**src/hw/dbfi_defines.svh**
```systemverilog
`ifndef DBFI_DEFINES_SVH
`define DBFI_DEFINES_SVH

// Bank geometry
`define DBFI_BANK_W 16
`define DBFI_EXT_N 4
`define DBFI_INTB_W 12
`define DBFI_ADDR_W 6

// Register map: bank select bit, register index field, extra register
`define DBFI_BANK_BIT 4
`define DBFI_REG_MASK 2'h0
`define DBFI_REG_PEND 2'h1
`define DBFI_REG_STAT 2'h2
`define DBFI_REG_VEC 2'h3
`define DBFI_OFF_FRZ 6'h20

// Vector encoding and reset values
`define DBFI_VEC_W 8
`define DBFI_VEC_NONE 8'hFF
`define DBFI_RST_WORD 16'h0000

// Bus answers
`define DBFI_RESP_OKAY 2'h0
`define DBFI_RESP_SLVERR 2'h2

`endif

```
**src/hw/dbfi_pkg.sv**
```systemverilog
`default_nettype none
`include "dbfi_defines.svh"

package dbfi_pkg;

  typedef struct packed {
    logic wrMask;
    logic wrPend;
    logic wrStat;
    logic wrVec;
    logic rdStat;
    logic rdVec;
    logic [`DBFI_BANK_W-1:0] byteMask;
    logic [`DBFI_BANK_W-1:0] wdata;
  } dbfi_cmd_t;

  typedef struct packed {
    logic frozen;
    logic irqOn;
    logic [`DBFI_BANK_W-1:0] mask;
    logic [`DBFI_BANK_W-1:0] pend;
    logic [`DBFI_BANK_W-1:0] stat;
    logic [`DBFI_VEC_W-1:0] vec;
  } dbfi_bank_t;

  typedef struct packed {
    logic awHeld;
    logic [`DBFI_ADDR_W-1:0] awAddr;
    logic wHeld;
    logic [31:0] wData;
    logic [3:0] wStrb;
    logic bValid;
    logic [1:0] bResp;
    logic rValid;
    logic [1:0] rResp;
    logic [31:0] rData;
    logic [`DBFI_EXT_N-1:0] extS1;
    logic [`DBFI_EXT_N-1:0] extS2;
    logic [`DBFI_EXT_N-1:0] extPrev;
    logic [`DBFI_BANK_W-1:0] intPrevA;
    logic [`DBFI_INTB_W-1:0] intPrevB;
  } dbfi_top_t;

endpackage
`default_nettype wire

```
**src/hw/dbfi_bank.sv**
```systemverilog
`timescale 1ns/1ns
`default_nettype none
`include "dbfi_defines.svh"

module dbfi_bank
(
  // Clock and reset
  input wire logic clk,
  input wire logic nrst,
  // Request events and register commands
  input wire logic [`DBFI_BANK_W-1:0] fallEv,
  input wire dbfi_pkg::dbfi_cmd_t cmd,
  // Register contents and interrupt line
  output logic [`DBFI_BANK_W-1:0] maskQ,
  output logic [`DBFI_BANK_W-1:0] pendQ,
  output logic [`DBFI_BANK_W-1:0] statQ,
  output logic [`DBFI_VEC_W-1:0] vecQ,
  output logic frozenQ,
  output logic irqN
);
  import dbfi_pkg::*;

  dbfi_bank_t st_q;
  dbfi_bank_t st_d;
  logic [`DBFI_BANK_W-1:0] pendIn;
  logic [`DBFI_BANK_W-1:0] statIn;
  logic [`DBFI_BANK_W-1:0] wMasked;

  // Highest set bit wins
  function automatic logic [`DBFI_VEC_W-1:0] vec_of(
    input logic [`DBFI_BANK_W-1:0] s);
    logic [`DBFI_VEC_W-1:0] v;
    v = `DBFI_VEC_NONE;
    for (int i = 0; i < `DBFI_BANK_W; i++)
    begin
      if (s[i])
        v = `DBFI_VEC_W'(i);
    end
    return v;
  endfunction

  always_comb
  begin
    st_d = st_q;
    wMasked = cmd.wdata & cmd.byteMask;
    pendIn = st_q.pend;
    if (cmd.wrPend)
      pendIn = (st_q.pend & ~cmd.byteMask) | wMasked;
    pendIn = pendIn | fallEv;
    statIn = st_q.stat;
    if (cmd.wrStat)
      statIn = statIn & ~wMasked;
    if (cmd.rdVec && st_q.vec != `DBFI_VEC_NONE)
      statIn[st_q.vec[3:0]] = 1'b0;
    if (!st_q.frozen)
    begin
      st_d.stat = statIn | (pendIn & st_q.mask);
      st_d.pend = `DBFI_RST_WORD;
    end
    else
    begin
      st_d.stat = statIn;
      st_d.pend = pendIn;
    end
    if (cmd.wrMask)
      st_d.mask = (st_q.mask & ~cmd.byteMask) | wMasked;
    if (cmd.wrVec)
      st_d.frozen = 1'b0;
    if (cmd.rdVec || cmd.rdStat)
      st_d.frozen = 1'b1;
    st_d.vec = vec_of(st_d.stat);
    st_d.irqOn = (|st_d.stat) && !st_d.frozen;
  end

  always_ff @(posedge clk)
  begin
    if (!nrst)
    begin
      st_q <= '0;
      st_q.vec <= `DBFI_VEC_NONE;
    end
    else
      st_q <= st_d;
  end

  assign maskQ = st_q.mask;
  assign pendQ = st_q.pend;
  assign statQ = st_q.stat;
  assign vecQ = st_q.vec;
  assign frozenQ = st_q.frozen;
  assign irqN = ~st_q.irqOn;

endmodule
`default_nettype wire

```
**src/hw/dbfi_top.sv**
```systemverilog
`timescale 1ns/1ns
`default_nettype none
`include "dbfi_defines.svh"

module dbfi_top
(
  // Clock and reset
  input wire logic clk,
  input wire logic nrst,
  // AXI4-Lite write address
  input wire logic s_axi_awvalid,
  output logic s_axi_awready,
  input wire logic [`DBFI_ADDR_W-1:0] s_axi_awaddr,
  // AXI4-Lite write data
  input wire logic s_axi_wvalid,
  output logic s_axi_wready,
  input wire logic [31:0] s_axi_wdata,
  input wire logic [3:0] s_axi_wstrb,
  // AXI4-Lite write response
  output logic s_axi_bvalid,
  input wire logic s_axi_bready,
  output logic [1:0] s_axi_bresp,
  // AXI4-Lite read address
  input wire logic s_axi_arvalid,
  output logic s_axi_arready,
  input wire logic [`DBFI_ADDR_W-1:0] s_axi_araddr,
  // AXI4-Lite read data
  output logic s_axi_rvalid,
  input wire logic s_axi_rready,
  output logic [31:0] s_axi_rdata,
  output logic [1:0] s_axi_rresp,
  // Internal unit requests, active low, same clock
  input wire logic [`DBFI_BANK_W-1:0] intReqAN,
  input wire logic [`DBFI_INTB_W-1:0] intReqBN,
  // External request pins
  input wire logic [`DBFI_EXT_N-1:0] ext_irq_in_n,
  // Interrupt outputs
  output logic irq_out_bank_a_n,
  output logic irq_out_bank_b_n
);
  import dbfi_pkg::*;

  dbfi_top_t q_q;
  dbfi_top_t q_d;
  dbfi_cmd_t cmdA;
  dbfi_cmd_t cmdB;
  logic [`DBFI_BANK_W-1:0] fallA;
  logic [`DBFI_BANK_W-1:0] fallB;
  logic [`DBFI_BANK_W-1:0] maskA;
  logic [`DBFI_BANK_W-1:0] pendA;
  logic [`DBFI_BANK_W-1:0] statA;
  logic [`DBFI_VEC_W-1:0] vecA;
  logic frozenA;
  logic [`DBFI_BANK_W-1:0] maskB;
  logic [`DBFI_BANK_W-1:0] pendB;
  logic [`DBFI_BANK_W-1:0] statB;
  logic [`DBFI_VEC_W-1:0] vecB;
  logic frozenB;
  logic doWrite;
  logic doRead;
  logic wrBankSel;
  logic rdBankSel;
  logic wrMapped;
  logic rdMapped;
  logic rdFrz;
  logic [1:0] wrIdx;
  logic [1:0] rdIdx;
  logic [`DBFI_BANK_W-1:0] wrLanes;
  logic [`DBFI_BANK_W-1:0] rdWord;

  // Handshake outputs
  assign s_axi_awready = !q_q.awHeld;
  assign s_axi_wready = !q_q.wHeld;
  assign s_axi_arready = !q_q.rValid;
  assign s_axi_bvalid = q_q.bValid;
  assign s_axi_bresp = q_q.bResp;
  assign s_axi_rvalid = q_q.rValid;
  assign s_axi_rdata = q_q.rData;
  assign s_axi_rresp = q_q.rResp;

  // Request edges: internal lines need one stage, pins need two more
  assign fallA = q_q.intPrevA & ~intReqAN;
  assign fallB = {q_q.intPrevB & ~intReqBN,
    q_q.extPrev & ~q_q.extS2};

  // Access decode
  assign doWrite = q_q.awHeld && q_q.wHeld && !q_q.bValid;
  assign doRead = s_axi_arvalid && !q_q.rValid;
  assign wrBankSel = q_q.awAddr[`DBFI_BANK_BIT];
  assign rdBankSel = s_axi_araddr[`DBFI_BANK_BIT];
  assign wrIdx = q_q.awAddr[3:2];
  assign rdIdx = s_axi_araddr[3:2];
  assign wrMapped = !q_q.awAddr[5];
  assign rdFrz = {s_axi_araddr[5:2], 2'h0} == `DBFI_OFF_FRZ;
  assign rdMapped = !s_axi_araddr[5] || rdFrz;
  assign wrLanes = {{8{q_q.wStrb[1]}}, {8{q_q.wStrb[0]}}};

  always_comb
  begin
    cmdA = '0;
    cmdA.byteMask = wrLanes;
    cmdA.wdata = q_q.wData[`DBFI_BANK_W-1:0];
    cmdB = cmdA;
    if (doWrite && wrMapped)
    begin
      if (!wrBankSel)
      begin
        cmdA.wrMask = wrIdx == `DBFI_REG_MASK;
        cmdA.wrPend = wrIdx == `DBFI_REG_PEND;
        cmdA.wrStat = wrIdx == `DBFI_REG_STAT;
        cmdA.wrVec = wrIdx == `DBFI_REG_VEC;
      end
      else
      begin
        cmdB.wrMask = wrIdx == `DBFI_REG_MASK;
        cmdB.wrPend = wrIdx == `DBFI_REG_PEND;
        cmdB.wrStat = wrIdx == `DBFI_REG_STAT;
        cmdB.wrVec = wrIdx == `DBFI_REG_VEC;
      end
    end
    if (doRead && !s_axi_araddr[5])
    begin
      if (!rdBankSel)
      begin
        cmdA.rdStat = rdIdx == `DBFI_REG_STAT;
        cmdA.rdVec = rdIdx == `DBFI_REG_VEC;
      end
      else
      begin
        cmdB.rdStat = rdIdx == `DBFI_REG_STAT;
        cmdB.rdVec = rdIdx == `DBFI_REG_VEC;
      end
    end
  end

  // Read data selection
  always_comb
  begin
    rdWord = `DBFI_RST_WORD;
    if (rdFrz)
      rdWord = {14'h0000, frozenB, frozenA};
    else
    begin
      unique case (rdIdx)
        `DBFI_REG_MASK: rdWord = rdBankSel ? maskB : maskA;
        `DBFI_REG_PEND: rdWord = rdBankSel ? pendB : pendA;
        `DBFI_REG_STAT: rdWord = rdBankSel ? statB : statA;
        `DBFI_REG_VEC: rdWord = {8'h00, rdBankSel ? vecB : vecA};
      endcase
    end
  end

  always_comb
  begin
    q_d = q_q;
    q_d.extS1 = ext_irq_in_n;
    q_d.extS2 = q_q.extS1;
    q_d.extPrev = q_q.extS2;
    q_d.intPrevA = intReqAN;
    q_d.intPrevB = intReqBN;
    if (s_axi_awvalid && !q_q.awHeld)
    begin
      q_d.awHeld = 1'b1;
      q_d.awAddr = s_axi_awaddr;
    end
    if (s_axi_wvalid && !q_q.wHeld)
    begin
      q_d.wHeld = 1'b1;
      q_d.wData = s_axi_wdata;
      q_d.wStrb = s_axi_wstrb;
    end
    if (q_q.bValid && s_axi_bready)
      q_d.bValid = 1'b0;
    if (doWrite)
    begin
      q_d.awHeld = 1'b0;
      q_d.wHeld = 1'b0;
      q_d.bValid = 1'b1;
      q_d.bResp = wrMapped ? `DBFI_RESP_OKAY : `DBFI_RESP_SLVERR;
    end
    if (q_q.rValid && s_axi_rready)
      q_d.rValid = 1'b0;
    if (doRead)
    begin
      q_d.rValid = 1'b1;
      q_d.rResp = rdMapped ? `DBFI_RESP_OKAY : `DBFI_RESP_SLVERR;
      q_d.rData = rdMapped ? {16'h0000, rdWord} : 32'h00000000;
    end
  end

  always_ff @(posedge clk)
  begin
    if (!nrst)
      q_q <= '0;
    else
      q_q <= q_d;
  end

  // Two independent banks
  dbfi_bank u_bank_a
  (
    .clk(clk),
    .nrst(nrst),
    .fallEv(fallA),
    .cmd(cmdA),
    .maskQ(maskA),
    .pendQ(pendA),
    .statQ(statA),
    .vecQ(vecA),
    .frozenQ(frozenA),
    .irqN(irq_out_bank_a_n)
  );

  dbfi_bank u_bank_b
  (
    .clk(clk),
    .nrst(nrst),
    .fallEv(fallB),
    .cmd(cmdB),
    .maskQ(maskB),
    .pendQ(pendB),
    .statQ(statB),
    .vecQ(vecB),
    .frozenQ(frozenB),
    .irqN(irq_out_bank_b_n)
  );

  logic intPrevAOne;
  assign intPrevAOne = q_q.intPrevA[0] && !intReqAN[0];
endmodule
`default_nettype wire

```
**config.mk**
```make
export PLATFORM = sky130hd
export DESIGN_NAME = dbfi_top
export DESIGN_NICKNAME = d
export VERILOG_FILES = /design/src/hw/dbfi_pkg.sv /design/src/hw/dbfi_bank.sv /design/src/hw/dbfi_top.sv
export VERILOG_INCLUDE_DIRS = /design/src /design/src/hw
export SDC_FILE = /design/constraint.sdc
export NUM_CORES = 1
export LEC_CHECK = 0
export ABC_AREA = 0
export CAP_MARGIN = 30
export CORE_MARGIN = 1
export CORE_UTILIZATION = 47
export CTS_BUF_LIST = sky130_fd_sc_hd__clkbuf_2
export DETAILED_ROUTE_END_ITERATION = 8
export DONT_BUFFER_PORTS = 1
export SETUP_SLACK_MARGIN = 0.1
export SYNTH_ARGS = -nofsm -noshare
export SYNTH_HDL_FRONTEND = slang
export SYNTH_SLANG_ARGS = --single-unit
```
**constraint.sdc**
```tcl
create_clock -name clk -period 2.2 [get_ports clk]
set_clock_uncertainty 0.05 [all_clocks]
set_input_delay 0.22 -clock clk [delete_from_list [all_inputs] [get_ports clk]]
set_output_delay 0.22 -clock clk [all_outputs]
set_load 0.02 [all_outputs]
```
# Word-level counts from Yosys, hierarchy flattened
# Index checks and enable logic that the tools add are counted.
# totals
regBits	220
output_inout_bits	43
wordCells	192
# op_classes
n_lt_le_gt_ge	4
eq_ne	9
mux	69
n_bitwise	32
n_reduce_logical	43
# ops
operator	n
2-to-1 mux 8 bit	33
2-to-1 mux 16 bit	13
bitwise AND 16 bit	12
bitwise OR 16 bit	8
NOT 16 bit	5
one-hot mux 16 bit (4 select lines)	1
2-to-1 mux 35 bit	1
OR reduction 16 bit	2
OR reduction 9 bit	2
2-to-1 mux 4 bit	4
inequality test 8 bit, second input constant	2
logical AND 1 bit	15
bitwise AND 12 bit	1
2-to-1 mux 2 bit	6
NOT 12 bit	1
< comparator 4 x 5 -> 1 bit, second input constant	2
OR reduction 5 bit	2
demux 1 bit (select 4 bit)	2
== test 2 bit, second input constant	4
>= comparator 4 x 1 -> 1 bit, second input constant	2
zero test 1 bit	8
2-to-1 mux 1 bit	8
OR reduction 2 bit	3
OR reduction 3 bit	2
10 further kinds	18

# Longest topological paths before layout
# Gate-level depths: netlist of run 1.
# depth
word_depth	25
ltp_mapped	10
ltp_nobuf	7

# Hierarchy
# From an unflattened synthesis of run 1, not the netlist that was laid out.
# unflattened
cells_unflattened	1221
area_unflattened_um2	10346.2
# by_module_without_submodules
module	n_inst	cells_each	area_per_inst_um2	seq_area_each_um2
dbfi_top	1	483	4241.6	1681.6
dbfi_bank at u_bank_a	1	369	3057.9	1101.1
dbfi_bank at u_bank_b	1	369	3046.7	1101.1

# Worst setup path after synthesis of run 1
# Ideal clock, no wire load.
# synth_timing
path_type	register -> register
start	register q_q (netlist bit s_axi_bvalid)
end	register u_bank_b.st_q (netlist bit u_bank_b.vecQ[1])
setup_ns	0.114
arrival_ns	2.219
slack_ns	-0.183
path_stages_with_launch	9
period_less_slack_ns	2.383
path_cell_list	dfxtp_1 -> and4b_1 -> buf_2 -> and3_1 -> o311a_1 -> a31oi_1 -> a21oi_1 -> a311o_1 -> a21o_1
# synth_via
elab_chain_cells	23
word_cells_on_any_way	27
classes_between	mux: 19; bitwise: 4; reduce/logical: 4
# synth_rtl
item	line	source
start, declared	dbfi_top.sv:43	dbfi_top_t q_q;
start signal, assigned	dbfi_top.sv:196	q_q <= q_d;
zero test 1 bit (*)	dbfi_top.sv:87	assign doWrite = q_q.awHeld && q_q.wHeld && !q_q.bValid;
logical AND 1 bit (*)	dbfi_top.sv:87	
logical AND 1 bit (*)	dbfi_top.sv:104	if (doWrite && wrMapped)
2-to-1 mux 4 bit (*)	dbfi_top.sv:104	
2-to-1 mux 16 bit, on equally long branches	dbfi_bank.sv:51, dbfi_bank.sv:47	
bitwise AND 16 bit (no line) / bitwise OR 16 bit (equally long branches)	n/a	
2-to-1 mux 16 bit / bitwise AND 16 bit (equally long branches)	dbfi_bank.sv:53, dbfi_bank.sv:57	
bitwise OR 16 bit	dbfi_bank.sv:57	st_d.stat = statIn | (pendIn & st_q.mask);
2-to-1 mux 16 bit (*)	dbfi_bank.sv:55	if (!st_q.frozen)
2-to-1 mux 8 bit (14 in a row)	dbfi_bank.sv:36	if (s[i])
end signal, assigned	dbfi_bank.sv:83	st_q <= st_d;
end, declared	dbfi_bank.sv:23	dbfi_bank_t st_q;
# Mark *: on every way between the ends. The rest lies on a longest branch, timed or not.
# A chain may end at the register's enable or synchronous reset.

# Worst setup path after layout of run 1
# layout_timing
start	register q_q (netlist bit s_axi_rvalid)
end	register u_bank_a.st_q[56] in the netlist's numbering
# layout_via
elab_chain_cells	10
word_cells_on_any_way	13
classes_between	mux: 4; bitwise: 1; reduce/logical: 8
# layout_rtl
item	line	source
zero test 1 bit (*)	dbfi_top.sv:88	assign doRead = s_axi_arvalid && !q_q.rValid;
logical AND 1 bit (*)	dbfi_top.sv:88	
logical AND 1 bit (*)	dbfi_top.sv:121	if (doRead && !s_axi_araddr[5])
2-to-1 mux 2 bit (*)	dbfi_top.sv:121	
logical AND 1 bit (no line)	n/a	
2-to-1 mux 16 bit	dbfi_bank.sv:53	if (cmd.rdVec && st_q.vec != `DBFI_VEC_NONE)
bitwise OR 16 bit	dbfi_bank.sv:57	
2-to-1 mux 16 bit	dbfi_bank.sv:55	
OR reduction 16 bit	dbfi_bank.sv:72	st_d.irqOn = (|st_d.stat) && !st_d.frozen;
logical AND 1 bit (*)	dbfi_bank.sv:72	
end signal, assigned	dbfi_bank.sv:83	
end, declared	dbfi_bank.sv:23	
# Marks and branches as above.

==> reports/qor.csv, run 1 <==
metric;value;unit
status;finished with violations;
violated checks;setup timing;
worst setup margin;-0.289;ns
sequential cell area;3920;um^2
number of CTS-inserted buffers;17;
# setup viols final;19;
Via density;5.80;
largest net degree at the start of global routing;71;
asr flop ratio synth;0;%
crit-path max FO;4;
Yosys warning count;0;
total congestion overflow;0;
Worst EP arrival;3.17;ns
Die X;143;um
antenna violations before repair;1;
dpl cells;1445;
Initial Util;48.0;%
Power, Total;6620;uW
r2r endpoint;u_bank_a.st_q[56];
setup TNS;-2.08;ns
Critical Path Source Type;flop;
Cell variety after synth;73;
Hold Path Sink;q_q[12];
# IOs;130;
htree depth;4;
Static Leakage;0.00532;uW
maxcap violations;0;
wire per inst;20.5;um
area leader, netlist;dfxtp_1;
Main synth FF type;dfxtp_1;
synthesis-to-finish area growth;44.0;%
gr usage total;32.9;%
Chip Height;143;um
first-pass GRT wire length;50.2;mm
WP data required;2.88;ns
Tcrit/Tclk final;113;%
Worst Tran Pin Value;0.780;ns
Fin. Hold Viols;0;
drc violations;0;
worst vdd ir;0.321;mV
CTS tree;built;
final wirelength;33.6;mm
mapped cell area;9370;um^2
Sink Count;194;
total number of vias;9503;
first-iteration detailed-routing DRC count;918;
part of the Yosys area used for sequential elements;41.5;%
die area;20500;um^2
Min Hold Slack;0.0640;ns
#FFs+latches synth;194;
I/O Buffers;0;
Achievable Freq;402;MHz
Clock Tree Root;clkbuf_2;
FF-to-FF path depth;8;
row count;51;
Slew Limit Fails;0;
post-synth top area share;41.5;%
EDFF count, synth;0;
WS Path Type;flop to flop;
GP Congestion;0.945;
DP Area;10600;um^2
CP endpoint kind;flop;
CTS Buffer Depth;2;
Final nets;1445;
filler cell count;1538;
Cells after Synth;1108;
power per cell area;490;nW/um^2
final non-filler cell total;1638;
post-DP HPWL;21.8;mm
Avg Cell Area, Syn;8.45;um^2
Post-DRT Antenna Nets;0;
min-delay src;intReqAN[0];
DR pass1 iterations;7;
Min Clock Period, post-route;2.49;ns
share of cells above drive strength 1;29.4;%
Post-Layout Inst Area;13500;um^2
Slew headroom;48.0;%
Worst-path clk slew;0.30;ns
footprint of the multi-input gates;5800;um^2
Clock Latency Late Sink;0.81;ns
Hold Crit Class;input port to flop;
RSZ-0062 raised after global routing;yes;
vias in the first global route;8819;
r2r setup slk;-0.29;ns
worst reg2reg startpoint;s_axi_rvalid;
largest cells by area after synthesis;dfxtp_1 (41%), mux2i_1 (6.4%), nand2_1 (4.6%), nor2_1 (4.6%), a21oi_1 (3.5%);
WHS Path Cells;2;
total core area;19500;um^2
worst max path at each step:
| stage | startpoint | endpoint | slack, ns |
|---|---|---|---|
| floorplan | q_q[117] | u_bank_a.vecQ[3] | -0.04 |
| detailed placement | q_q[121] | u_bank_a.st_q[56] | -0.34 |
| global placement | q_q[117] | u_bank_b.st_q[56] | -0.32 |
| finish | s_axi_rvalid | u_bank_a.st_q[56] | -0.29 |
| global route | q_q[121] | u_bank_a.st_q[56] | -0.36 |
| CTS | q_q[119] | u_bank_a.st_q[56] | -0.23 |
report_power, final:
| group | internal (uW) | total (uW) | switching (uW) |
|---|---|---|---|
| Combinational | 447 | 941 | 494 |
| Sequential | 3610 | 3700 | 93.7 |
| Clock | 648 | 1970 | 1330 |
logic make-up after synthesis:
| family | Yosys count | share of synthesized area [%] |
|---|---|---|
| multiplexers | 63 | 6.77 |
| buffers and inverters | 152 | 8.03 |
| flip-flops | 194 | 41.5 |
| other | 1 | 0.0400 |
| AO/OA/AOI/OAI | 243 | 17.9 |
| AND/OR/NAND/NOR | 455 | 25.8 |
stage by stage:
stage / setup slack, ns / utilization [%]
after floorplan: -0.0400 / -
after global placement: -0.321 / 54.0
after detailed placement: -0.344 / 54.1
after CTS: -0.230 / 65.9
after global routing: -0.356 / 69.1
final: -0.289 / 69.1
cells in the mapped netlist, types with 6 or more instances:
cell type and number:
a22oi_1 7, o31ai_1 12, buf_2 10, nand2b_1 18, buf_1 6, dfxtp_1 194
nand3_1 25, a221oi_1 10, o211ai_1 14, and2_1 52, nand2_1 115, buf_4 43
nor3_1 26, o32ai_1 10, a21oi_1 66, clkbuf_1 46, nor4_1 19, a211oi_1 17
inv_1 43, nor2_1 114, mux2i_1 60, a32oi_1 13, o21ai_0 23, o22ai_1 12
a31oi_1 19, nor2b_1 39
routing by layer:
metal | share of wire [%] | routed length (um) | global-route usage [%] | up-vias
li1 | - | - | - | 4379
met1 | 43 | 14400 | 44.1 | 4526
met2 | 45 | 15100 | 51.1 | 505
met3 | 9.3 | 3120 | 9.12 | 93
met4 | 2.8 | 954 | 9.68 | 0
met5 | 0 | 0 | 0 | -
layout by cell type (no fill, tap or decap), types with 9 or more instances in the layout:
master / synthesis / routed
a21oi_1: 66 / 58
conb_1: 1 / 18
nor3_1: 26 / 16
nor4_4: 0 / 11
o21ai_0: 23 / 19
buf_6: 1 / 28
buf_4: 43 / 162
clkbuf_2: 0 / 17
inv_1: 43 / 41
a31oi_1: 19 / 10
and2_1: 52 / 49
nor2_1: 114 / 104
nand2_1: 115 / 112
nor3_2: 0 / 9
dlygate4sd3_1: 0 / 112
nand3_1: 25 / 18
dfxtp_1: 194 / 182
nand2b_1: 18 / 18
o211ai_1: 14 / 14
nor2b_1: 39 / 38
buf_12: 0 / 13
mux2i_1: 60 / 59
layout make-up:
cell class              instances  area share (%)
multi-input cells             780            43.0
flip-flops and latches        194            29.1
repair buffers                319            22.2
well taps                     265            2.46
clock inverters                15            1.33
inverters                      46            1.30
clock buffers                  17           0.631
diodes                          2          0.0371
worst max-delay path, stage by stage, from the launching register on:
cell and delay, ns:
dfxtp_4 0.43, or4_4 0.60, nor4b_4 0.33, o32ai_1 0.20, nor2_1 0.16, nand2_1 0.09, buf_4 0.14, o41ai_4 0.34
nor2_1 0.07
timing repair:
item	in CTS	in global routing
hold buffers	113	4
resized for setup	135	75
cloned	1	0
hold endpoints to repair	194	4
buffers inserted	22	19
pin swaps	33	30
endpoints found under the setup margin	35	41
(Power assumes the default switching activity.)
==> run 2: changes to the inputs <==
CORE_UTILIZATION = 55   (was 47)
PLACE_DENSITY = 0.73   (was default)
==> run 2 against run 1 <==
Wire length rose by 3.5%. Sequential cell count did not move. Critical path depth rose by 5. The run ends with hold timing, setup timing left. First-iteration DRC count rose by 43%. Register-to-register slack got worse by 0.12 ns. Hold slack got worse by 0.073 ns. Combinational power fell by 2.6%. Global-route usage rose by 5.3 points. Critical endpoint is now u_bank_b.vecQ[6].
==> reports/qor.csv, run 2 (synthesis results as in run 1) <==
metric;value;unit;change
cell family with most CP delay;buffers and inverters;;
worst vdd ir;0.453;mV;+41%
Post-DRT Antenna Nets;0;;unchanged
DP Area;10500;um^2;-0.91%
synthesis-to-finish area growth;39.9;%;
Tcrit/Tclk final;119;%;+5.5 points
GR Util met2;61.9;%;+11 points
Slew headroom;45.4;%;-2.6 points
most common cell after layout, fill and taps aside;dfxtp_1;;
share of cells above drive strength 1;29.7;%;+0.32 points
CTS Buffer Depth;2;;unchanged
crit-path max FO;6;;+2
row count;47;;-7.8%
Worst path slowest cell;dfxtp_4;;
Power, Total;6560;uW;-0.91%
Chip Height;132;um;-7.5%
total number of vias;9847;;+3.6%
status;finished with violations;;
dpl cells;1393;;-3.6%
final wirelength;34.8;mm;+3.5%
number of CTS-inserted buffers;17;;unchanged
Via density;6.26;;+7.8%
Worst Tran Pin Value;0.818;ns;+0.0376 ns
die area;17600;um^2;-14%
sequential cell area;3910;um^2;-0.13%
Achievable Freq;383;MHz;-4.6%
Min Clock Period, post-route;2.61;ns;+0.121 ns
DR pass1 iterations;9;;+2
GP Congestion;0.995;;+5.3%
first-iteration detailed-routing DRC count;1312;;+43%
htree depth;4;;unchanged
total congestion overflow;0;;unchanged
CP Cell Sequence;buf_6 > buf_4 > nor4bb_4 > buf_4 > buf_6 > buf_12 > a21oi_2 > o22ai_2 > a32oi_1 > and2_4 > buf_4 > and2_4 > a31o_1;;
Worst-path clk slew;0.28;ns;-0.02 ns
first-pass GRT wire length;51.0;mm;+1.7%
CTS tree;built;;
Min Hold Slack;-0.00928;ns;-0.0733 ns
vias in the first global route;9344;;+6.0%
Initial Util;56.5;%;+8.5 points
CP max stage delay;0.43;ns;-0.17 ns
Most Used Layer, Global Route;met2;;
met1 Resource Use GR;47.1;%;+2.9 points
most frequent cells in the layout;dfxtp_1 (184), buf_4 (171), nand2_1 (113), nor2_1 (104), dlygate4sd3_1 (94);;
filler cell count;1066;;-31%
drc violations;0;;unchanged
# setup viols final;31;;+12
Post-Layout Inst Area;13100;um^2;-2.8%
Clock Latency Late Sink;0.82;ns;about the same
Sink Count;194;;unchanged
violated checks;hold timing, setup timing;;
final non-filler cell total;1574;;-3.9%
Clock Tree Root;clkbuf_2;;
CP endpoint kind;flop;;
Static Leakage;0.00519;uW;-2.6%
Final nets;1427;;-1.2%
maxcap violations;0;;unchanged
largest net degree at the start of global routing;61;;-14%
I/O Buffers;0;;unchanged
post-DP HPWL;21.0;mm;-3.4%
Util after Layout;79.0;%;+9.9 points
most frequent CP cell;buf_4;;
Hold Crit Class;input port to flop;;
RSZ-0062 raised after global routing;yes;;
gr usage total;38.2;%;+5.3 points
WS Path Type;flop to flop;;
total core area;16600;um^2;-15%
power per cell area;500;nW/um^2;+2.0%
worst path bufs/invs;6;;+5
setup TNS;-5.62;ns;-3.54 ns
Slew Limit Fails;0;;unchanged
Worst EP arrival;3.31;ns;+0.14 ns
Critical Path Source Type;flop;;
Die X;132;um;-7.5%
wire per inst;22.1;um;+7.7%
# IOs;130;;unchanged
WP data required;2.90;ns;+0.02 ns
worst setup margin;-0.410;ns;-0.121 ns
Fin. Hold Viols;1;;+1
footprint of the multi-input gates;5710;um^2;-1.5%
antenna violations before repair;1;;unchanged
met3 usage;11.6;%;+2.5 points
## run 2: final timing paths
path	start	end	slack, ns	depth (start not counted)
worst max-delay path	q_q[118]	u_bank_b.vecQ[6]	-0.41	13
worst min-delay path	s_axi_araddr[4]	s_axi_rdata[8]	-0.009	4
worst max register to register	q_q[118]	u_bank_b.vecQ[6]	-0.41	13
worst min register to register	q_d[35]	q_d[31]	0.42	1
## run 2: stage by stage
step / setup WS (ns) / hold slack (ns)
final: -0.410 / -0.00928
after floorplan: -0.0400 / 0.262
after global routing: -0.460 / 0.00359
after global placement: -0.349 / 0.256
after CTS: -0.259 / -0.167
after detailed placement: -0.344 / 0.259
## run 2: final cells by class
class | count | share of cell area [%]
Sequential cell | 194 | 29.9
Tap cell | 220 | 2.10
Timing Repair Buffer | 302 | 21.2
Inverter | 46 | 1.34
Multi-Input combinational cell | 779 | 43.6
Clock buffer | 19 | 0.726
Antenna cell | 1 | 0.0191
Clock inverter | 13 | 1.20
## run 2: what timing repair did
item	CTS	global route
buffers inserted	37	16
hold buffers	95	3
hold endpoints to repair	193	12
gates resized for setup	120	72
pin swaps	42	40
setup endpoints to repair	37	48
## run 2: worst register-to-register path: cells and delay by family, from the launching register on
family                 cells  cell delay, ns
AO/OA/AOI/OAI              4            0.59
buffers and inverters      6            0.84
flip-flops                 1            0.43
AND/OR/NAND/NOR            3            0.65
## run 2: report_power, final
group / switching (uW) / internal, uW / leakage (uW)
clock network: 1290 / 646 / 0.000152
registers: 96.6 / 3610 / 0.00158
logic: 499 / 418 / 0.00345
total: 1880 / 4670 / 0.00519
## run 2: layer usage
layer | vias up | wire length (um)
met5 | - | 0
met4 | 0 | 1230
met2 | 611 | 16300
met3 | 122 | 3580
met1 | 4789 | 13700
li1 | 4325 | -
